<file path="src/pkg/swe_defs.vh">
// constants for the suspend wake event logic
`ifndef SWE_DEFS_VH
`define SWE_DEFS_VH
`define SWE_SEL_L0 2'h0
`define SWE_SEL_L1 2'h1
`define SWE_SEL_L2 2'h2
`define SWE_SEL_L3 2'h3
`define SWE_SEL_RESET 2'h2
`define SWE_ST_NOPWR 6'h01
`define SWE_ST_NORMAL 6'h02
`define SWE_ST_L0 6'h04
`define SWE_ST_L1 6'h08
`define SWE_ST_L2 6'h10
`define SWE_ST_L3 6'h20
`define SWE_PINS 11
`define SWE_PIN_LINK 7
`define SWE_WAKEUP_STATUS_FIELD_ED 0
`define SWE_WAKEUP_STATUS_FIELD_LAN 1
`endif

</file>
<file path="src/rtl/swe_wake_logic.v">
// suspend/wake state machine and wake event qualification
`timescale 1ns/1ns
`include "swe_defs.vh"
module swe_wake_logic
(
  // clock and reset
  input wire sys_clk,
  input wire resetn,
  // usb side
  input wire bus_voltage_detect,
  input wire usb_suspend,
  input wire usb_resume,
  output wire remote_wake,
  // configuration
  input wire [1:0] suspend_select_wr_data,
  input wire suspend_select_wr,
  input wire lan_wake_enable,
  input wire energy_wake_enable,
  input wire internal_phy_mode,
  input wire link_up_wake_select,
  input wire [10:0] pin_wake_enable,
  input wire [10:0] pin_wake_polarity,
  // mac wake enables
  input wire unicast_wake_enable,
  input wire magic_wake_enable,
  input wire wake_frame_enable,
  input wire perfect_dest_wake_enable,
  input wire broadcast_wake_enable,
  // events
  input wire unicast_event,
  input wire magic_event,
  input wire wake_frame_event,
  input wire perfect_dest_event,
  input wire broadcast_event,
  input wire filter_pass_frame,
  input wire phy_energy_detect,
  input wire phy_link_up,
  input wire [10:0] pin_in,
  // status clear (write one to clear)
  input wire [1:0] wakeup_status_clear,
  input wire [10:0] pin_event_clear,
  // status
  output wire [1:0] suspend_select,
  output wire [1:0] wakeup_status_field,
  output wire [10:0] pin_event_flags,
  output wire [5:0] power_state,
  output wire clocks_running,
  output wire rx_frame_drop
);

reg [5:0] state_reg, state_next;
reg [1:0] sel_reg;
reg [1:0] wakeup_status_field_reg;
reg [10:0] pflag_reg;
reg wake_reg;
reg [2:0] vbus_sync_reg;
reg vbus_reg;
reg [10:0] pin_s1_reg, pin_s2_reg, pin_s3_reg, pin_reg;
reg link_s1_reg, link_s2_reg, link_s3_reg, link_reg;
reg link_prev_reg;

// one-hot power states
localparam [5:0] ST_NOPWR = `SWE_ST_NOPWR;
localparam [5:0] ST_NORMAL = `SWE_ST_NORMAL;
localparam [5:0] ST_L0 = `SWE_ST_L0;
localparam [5:0] ST_L1 = `SWE_ST_L1;
localparam [5:0] ST_L2 = `SWE_ST_L2;
localparam [5:0] ST_L3 = `SWE_ST_L3;

// ----------------------------------------
// input synchronisers
// ----------------------------------------
always @(posedge sys_clk or negedge resetn)
begin
  if (!resetn)
  begin
    vbus_sync_reg <= 3'h0;
    vbus_reg <= 1'b0;
    pin_s1_reg <= 11'h000;
    pin_s2_reg <= 11'h000;
    pin_s3_reg <= 11'h000;
    pin_reg <= 11'h000;
    link_s1_reg <= 1'b0;
    link_s2_reg <= 1'b0;
    link_s3_reg <= 1'b0;
    link_reg <= 1'b0;
    link_prev_reg <= 1'b0;
  end
  else
  begin
    vbus_sync_reg <= {vbus_sync_reg[1:0], bus_voltage_detect};
    if (vbus_sync_reg[1] == vbus_sync_reg[2])
      vbus_reg <= vbus_sync_reg[2];
    pin_s1_reg <= pin_in;
    pin_s2_reg <= pin_s1_reg;
    pin_s3_reg <= pin_s2_reg;
    pin_reg <= (pin_s2_reg & pin_s3_reg) | (pin_reg & (pin_s2_reg | pin_s3_reg));
    link_s1_reg <= phy_link_up;
    link_s2_reg <= link_s1_reg;
    link_s3_reg <= link_s2_reg;
    if (link_s2_reg == link_s3_reg)
      link_reg <= link_s3_reg;
    link_prev_reg <= link_reg;
  end
end

// ----------------------------------------
// event qualification
// ----------------------------------------
wire in_l0 = (state_reg == ST_L0);
wire in_l1 = (state_reg == ST_L1);
wire in_l3 = (state_reg == ST_L3);
wire suspended = in_l0 | in_l1 | in_l3 | (state_reg == ST_L2);
wire link_rise = link_reg & ~link_prev_reg;

wire mac_any_enable = unicast_wake_enable | magic_wake_enable | wake_frame_enable |
  perfect_dest_wake_enable | broadcast_wake_enable;
wire lan_composite = (unicast_wake_enable & unicast_event) |
  (magic_wake_enable & magic_event) | (wake_frame_enable & wake_frame_event) |
  (perfect_dest_wake_enable & perfect_dest_event) |
  (broadcast_wake_enable & broadcast_event);
// good frame only counts with no mac wake enable set; lan_wake_enable not used
wire good_frame = filter_pass_frame & ~mac_any_enable;
// a mac enable during level three throws frames away
assign rx_frame_drop = in_l3 & mac_any_enable;

// pin active levels after polarity
wire [10:0] pin_active = pin_reg ~^ pin_wake_polarity;
wire [10:0] pin_usable = {3'h7, {8{internal_phy_mode}}};
reg [10:0] pin_event;
always @*
begin
  pin_event = pin_active & pin_wake_enable & pin_usable;
  // link up replaces the pin's own level on pin 7
  if (link_up_wake_select)
    pin_event[`SWE_PIN_LINK] = link_rise & (in_l0 | in_l3) & pin_usable[`SWE_PIN_LINK];
end

// pin flags are only set while suspended; elsewhere events are ignored
wire [10:0] pin_set = suspended ? pin_event : 11'h000;
wire lan_set = (in_l0 & lan_wake_enable & lan_composite) | (in_l3 & good_frame);
wire ed_set = in_l1 & energy_wake_enable & phy_energy_detect;

// ----------------------------------------
// status flags: set wins over clear
// ----------------------------------------
always @(posedge sys_clk or negedge resetn)
begin
  if (!resetn)
  begin
    wakeup_status_field_reg <= 2'h0;
    pflag_reg <= 11'h000;
  end
  else
  begin
    pflag_reg <= (pflag_reg & ~pin_event_clear) | pin_set;
    wakeup_status_field_reg[`SWE_WAKEUP_STATUS_FIELD_LAN] <= (wakeup_status_field_reg[`SWE_WAKEUP_STATUS_FIELD_LAN] & ~wakeup_status_clear[`SWE_WAKEUP_STATUS_FIELD_LAN])
      | lan_set;
    wakeup_status_field_reg[`SWE_WAKEUP_STATUS_FIELD_ED] <= (wakeup_status_field_reg[`SWE_WAKEUP_STATUS_FIELD_ED] & ~wakeup_status_clear[`SWE_WAKEUP_STATUS_FIELD_ED])
      | ed_set;
  end
end

// pending pin flags wake a freshly suspended device at once; a status flag only where its level and enable could set it
wire pending = (|pflag_reg) | (in_l3 & wakeup_status_field_reg[`SWE_WAKEUP_STATUS_FIELD_LAN]) |
  (in_l0 & lan_wake_enable & wakeup_status_field_reg[`SWE_WAKEUP_STATUS_FIELD_LAN]) |
  (in_l1 & energy_wake_enable & wakeup_status_field_reg[`SWE_WAKEUP_STATUS_FIELD_ED]);
wire wake_now = suspended & (pending | (|pin_set) | lan_set | ed_set);

// ----------------------------------------
// power state machine
// ----------------------------------------
always @*
begin
  state_next = state_reg;
  case (state_reg)
    ST_NOPWR:
      if (vbus_reg)
        state_next = ST_NORMAL;
    ST_NORMAL:
      if (usb_suspend)
      begin
        case (sel_reg)
          `SWE_SEL_L0: state_next = ST_L0;
          `SWE_SEL_L1: state_next = ST_L1;
          `SWE_SEL_L2: state_next = ST_L2;
          default: state_next = ST_L3;
        endcase
      end
    ST_L0, ST_L1, ST_L2, ST_L3:
      if (usb_resume || wake_now)
        state_next = ST_NORMAL;
    default:
      state_next = ST_NORMAL;
  endcase
  // losing bus voltage overrides everything
  if (!vbus_reg)
    state_next = ST_NOPWR;
end

always @(posedge sys_clk or negedge resetn)
begin
  if (!resetn)
  begin
    state_reg <= ST_NOPWR;
    sel_reg <= `SWE_SEL_RESET;
    wake_reg <= 1'b0;
  end
  else
  begin
    state_reg <= state_next;
    if (suspend_select_wr)
      sel_reg <= suspend_select_wr_data;
    // one-cycle remote wake request, only for device-detected events
    wake_reg <= wake_now & ~usb_resume & vbus_reg;
  end
end

// ----------------------------------------
// outputs
// ----------------------------------------
assign remote_wake = wake_reg;
assign suspend_select = sel_reg;
assign wakeup_status_field = wakeup_status_field_reg;
assign pin_event_flags = pflag_reg;
assign power_state = state_reg;
// level three keeps every clock on; no extra rx buffering is added
assign clocks_running = (state_reg == ST_NORMAL) | in_l3;

endmodule

</file>
<file path="config.mk">
export PLATFORM = sky130hd
export DESIGN_NAME = swe_wake_logic
export DESIGN_NICKNAME = d
export VERILOG_FILES = /design/src/rtl/swe_wake_logic.v
export VERILOG_INCLUDE_DIRS = /design/src /design/src/pkg
export SDC_FILE = /design/constraint.sdc
export NUM_CORES = 1
export LEC_CHECK = 0
export ABC_AREA = 1
export BUFFER_PORTS_ARGS = -buffer_cell sky130_fd_sc_hd__buf_2
export CAP_MARGIN = 20
export CORE_ASPECT_RATIO = 0.9
export CORE_UTILIZATION = 50
export DETAILED_ROUTE_END_ITERATION = 7
export GPL_TIMING_DRIVEN = 0
export PLACE_DENSITY_LB_ADDON = 0.25
export RECOVER_POWER = 25
export SLEW_MARGIN = 25
export SYNTH_ARGS = -nofsm -noshare
export SYNTH_HDL_FRONTEND = slang
export SYNTH_SLANG_ARGS = --single-unit
</file>
<file path="constraint.sdc">
create_clock -name sys_clk -period 1.84 [get_ports sys_clk]
set_clock_uncertainty 0.05 [all_clocks]
set_input_delay 0.184 -clock sys_clk [delete_from_list [all_inputs] [get_ports sys_clk]]
set_output_delay 0.184 -clock sys_clk [all_outputs]
set_load 0.005 [all_outputs]
</file>
==> results_dict.tcl <==
set metrics [dict create \
    p_seq_share_pct 51.0 \
    synthAdderAreaFrac_pct 4.450 \
    synth_area_sq_um 2924 \
    p_per_area_nw_per_um2 871.8 \
    drt-initial-drc-count 106 \
    initial_utilization_pct 51.66 \
    cts_root_buffer "clkbuf_8" \
    synth_ff_type "dfrtp_1" \
    min-delay-start "suspend_select_wr_data[1]" \
    drc 0 \
    grt_pass1_vias 2279 \
    setup_viol 0 \
    timing.rr.end "power_state[2]" \
    arrival_ns 1.99 \
    die_area_sq_um 6159 \
    cap_violations 0 \
    switchingPower_mw 0.9358 \
    endpoint_kind "register" \
    ys_warn_count 0 \
    r2r_setup_slack_ns 0.05 \
    antenna_found_initial 0 \
    muxShareOfSynthArea_pct 0 \
    synth_top_family_by_area "simple AND/OR/NAND/NOR gates" \
    syn_nets 349 \
    hold_viol_final 0 \
    rsz0062_at_grt "true" \
    synth-compound-area-share_pct 6.718 \
    critical_path.max_fanout 7 \
    finalCritPeriodShare_pct 97.53 \
    wl_per_cell_um 13.00 \
    routabilityCongestion 0.7411 \
    drt_pass1_iterations 4 \
    core_sq_um 5660 \
    synth_seq_area_share_pct 64.27 \
    pin_count 95 \
    portBuffers 94 \
    grt_usage_pct 22.66 \
    grt_max_degree 49 \
    placedCellCount 443 \
    critPathTopFamily "simple AND/OR/NAND/NOR gates" \
    synth-edff-count 0 \
    tightest_slew_ns 0.7461 \
    clock_latency_ns 0.35 \
    synthSimpleGateAreaFrac_pct 17.80 \
    power_frac_comb_pct 13.2 \
    final_nets 489 \
    num_rows 26 \
    r2r-start "power_state[0]" \
    yosysUniqueCellTypes 27 \
    min_path_type "in -> reg" \
    numCtsBuffers 9 \
    ys_seq_elements 75 \
    stdcell_count 493 \
    slew_violations 0 \
    diodes 0 \
    clk_pin_slew_ns 0.08 \
    hold_depth 3 \
    hpwl_um 4575 \
    numClockSinks 75 \
    fmax_mhz 557.2 \
    critPathMostFrequentCell "nand2_4" \
    post_drt_via_cell_ratio 4.822 \
    die_height_um 74.55 \
    cpPeakStageDelay_ns 0.55 \
    area_delta_synth_final_pct 39.15 \
    cp.required_ns 2.04 \
    syn_area_per_cell_sq_um 10.52 \
    num_vias 2377 \
    grt_pass1_wl_um 9887 \
    critPathKind "reg -> reg" \
    clockBufferDepth 2 \
    cts_tree "done" \
    synthCells 278 \
    overflow 0 \
    final_util_pct 71.88 \
    synthXorXnorAreaFrac_pct 0.5991 \
    htree_levels 3 \
    reg2reg_depth 14 \
    hold_ws_ns 0.01823 \
    crit_buf_inv 3 \
    start_kind "register" \
    async_flop_share_pct 100.0 \
    final_layout_size_suffix_gt1_share_pct 34.04 \
    intPower_mw 2.611 \
    holdPathEnd "suspend_select[1]" \
    dieWidth_um 82.61 \
    swShare_pct 26.38 \
    outcome "completed" \
    crit_chain "inv_2, nand2_4, nor2_2, o21ai_4, nand2_4, buf_8, o21ai_4, nand2_2, nor2_4, nand3_4, nand2_4, nand2_1, nand2_1, inv_1" \
    irDropWorstVdd_v 0.0006849 \
    slew-limit-headroom_pct 50.26 \
    ant_nets 0 \
    wirelength_um 6407 \
    min_period_ns 1.795 \
    p_leak_nw 2.092 \
    critPathSlowestCell "dfstp_2" \
    p_clk_share_pct 35.8 \
]
## per-stage QoR
step	setup TNS, ns	area, sq um	worst slack [ns]	power, mW
5_1_grt	-0.1219	4069	-0.05918	3.719
6_report	0	4069	0.04546	3.547
2_1_floorplan	0	2924	0.1713	2.032
3_5_place_dp	0	3512	0.02385	2.234
4_1_cts	0	4004	0.01286	3.551
3_3_place_gp	0	3482	0.05889	2.204
## worst max path at each step
| stage | start | to | cells after the start |
|---|---|---|---|
| 5_1_grt | power_state[0] | power_state[2] | 14 |
| 3_3_place_gp | power_state[0] | power_state[2] | 13 |
| 3_5_place_dp | power_state[0] | power_state[2] | 13 |
| 2_1_floorplan | power_state[0] | power_state[2] | 14 |
| 4_1_cts | power_state[0] | power_state[2] | 13 |
| 6_report | power_state[0] | power_state[2] | 14 |
## placed cells by master, fill, tap and decap left out
master,count
nand3_1,14
nand3_2,3
xnor2_1,2
nor3_1,4
clkinv_1,1
o22ai_1,1
buf_16,1
buf_8,1
inv_2,3
nand2_2,2
nand2_1,43
nor2_2,5
nand2_4,3
o21ai_1,3
a21boi_0,1
o21ai_0,18
buf_4,5
a31oi_1,1
dfrtp_1,73
nor2_1,27
dfstp_2,2
inv_1,40
nand4_1,5
nor2_4,3
clkinv_2,1
clkbuf_2,1
dlygate4sd3_1,29
o21ai_4,2
nand3_4,1
clkbuf_8,9
clkinvlp_4,1
a21oi_1,4
clkinv_4,3
inv_6,1
o21ai_2,3
bufinv_16,1
buf_2,93
maj3_1,13
## routing by layer
metal | track usage [%] | up-vias | part of all wire (%)
met5 | 0 | - | 0
met4 | 11.11 | 0 | 2.3
met3 | 5.276 | 14 | 6.2
met2 | 37.74 | 85 | 48
met1 | 27.97 | 1114 | 44
li1 | - | 1164 | -
## synth_stat cells, types with 3 or more instances
master	number	area share (%)
nor2_1	31	4.0
nand3_1	14	2.4
o21ai_0	19	3.3
nand3_2	3	1.0
nand2_1	44	5.6
nand4_1	5	1.1
a21oi_1	4	0.68
dfrtp_1	73	62
nor3_1	4	0.68
o21ai_1	4	0.68
maj3_1	13	4.4
inv_1	41	5.3
## power by group through the flow
stage | Combinational (mW) | Sequential [mW] | Clock [mW]
floorplan | 0.202 | 1.83 | 0
global placement | 0.367 | 1.84 | 0
detailed placement | 0.392 | 1.84 | 0
CTS | 0.442 | 1.81 | 1.30
global route | 0.526 | 1.82 | 1.37
finish | 0.467 | 1.81 | 1.27
## what timing repair did
| action | CTS | global route |
|---|---|---|
| resized for setup | 0 | 11 |
| hold endpoints to repair | 55 | 0 |
| setup endpoints to repair | 0 | 6 |
| buffers inserted | 0 | 5 |
| hold buffers | 29 | 0 |
## worst reg2reg max path, stage by stage, from the launching register on
cell and delay [ns]:
dfstp_2 0.55, inv_2 0.05, nand2_4 0.08, nor2_2 0.05, o21ai_4 0.06, nand2_4 0.12
buf_8 0.15, o21ai_4 0.05, nand2_2 0.08, nor2_4 0.11, nand3_4 0.09, nand2_4 0.10
nand2_1 0.06, nand2_1 0.05, inv_1 0.04
## kinds of logic (layout without fill, tap and decap cells)
family / after synthesis / in the layout
AND/OR/NAND/NOR: 110 / 110
flip-flops: 75 / 75
buffers and inverters: 45 / 190
AO/OA/AOI/OAI: 33 / 33
adder cells (fa/ha/maj): 13 / 13
XOR/XNOR: 2 / 2
## area by class of cell
cell class,count,area [sq um]
clock inverter,7,77.57
inverter,44,165.2
timing repair buffer,129,825.8
clock buffer,9,123.9
buffer,1,15.01
fill,413,1592
sequential,75,1879
multi-input combinational,158,894.6
tap,70,87.58
Power figures use the tool's default switching activity.
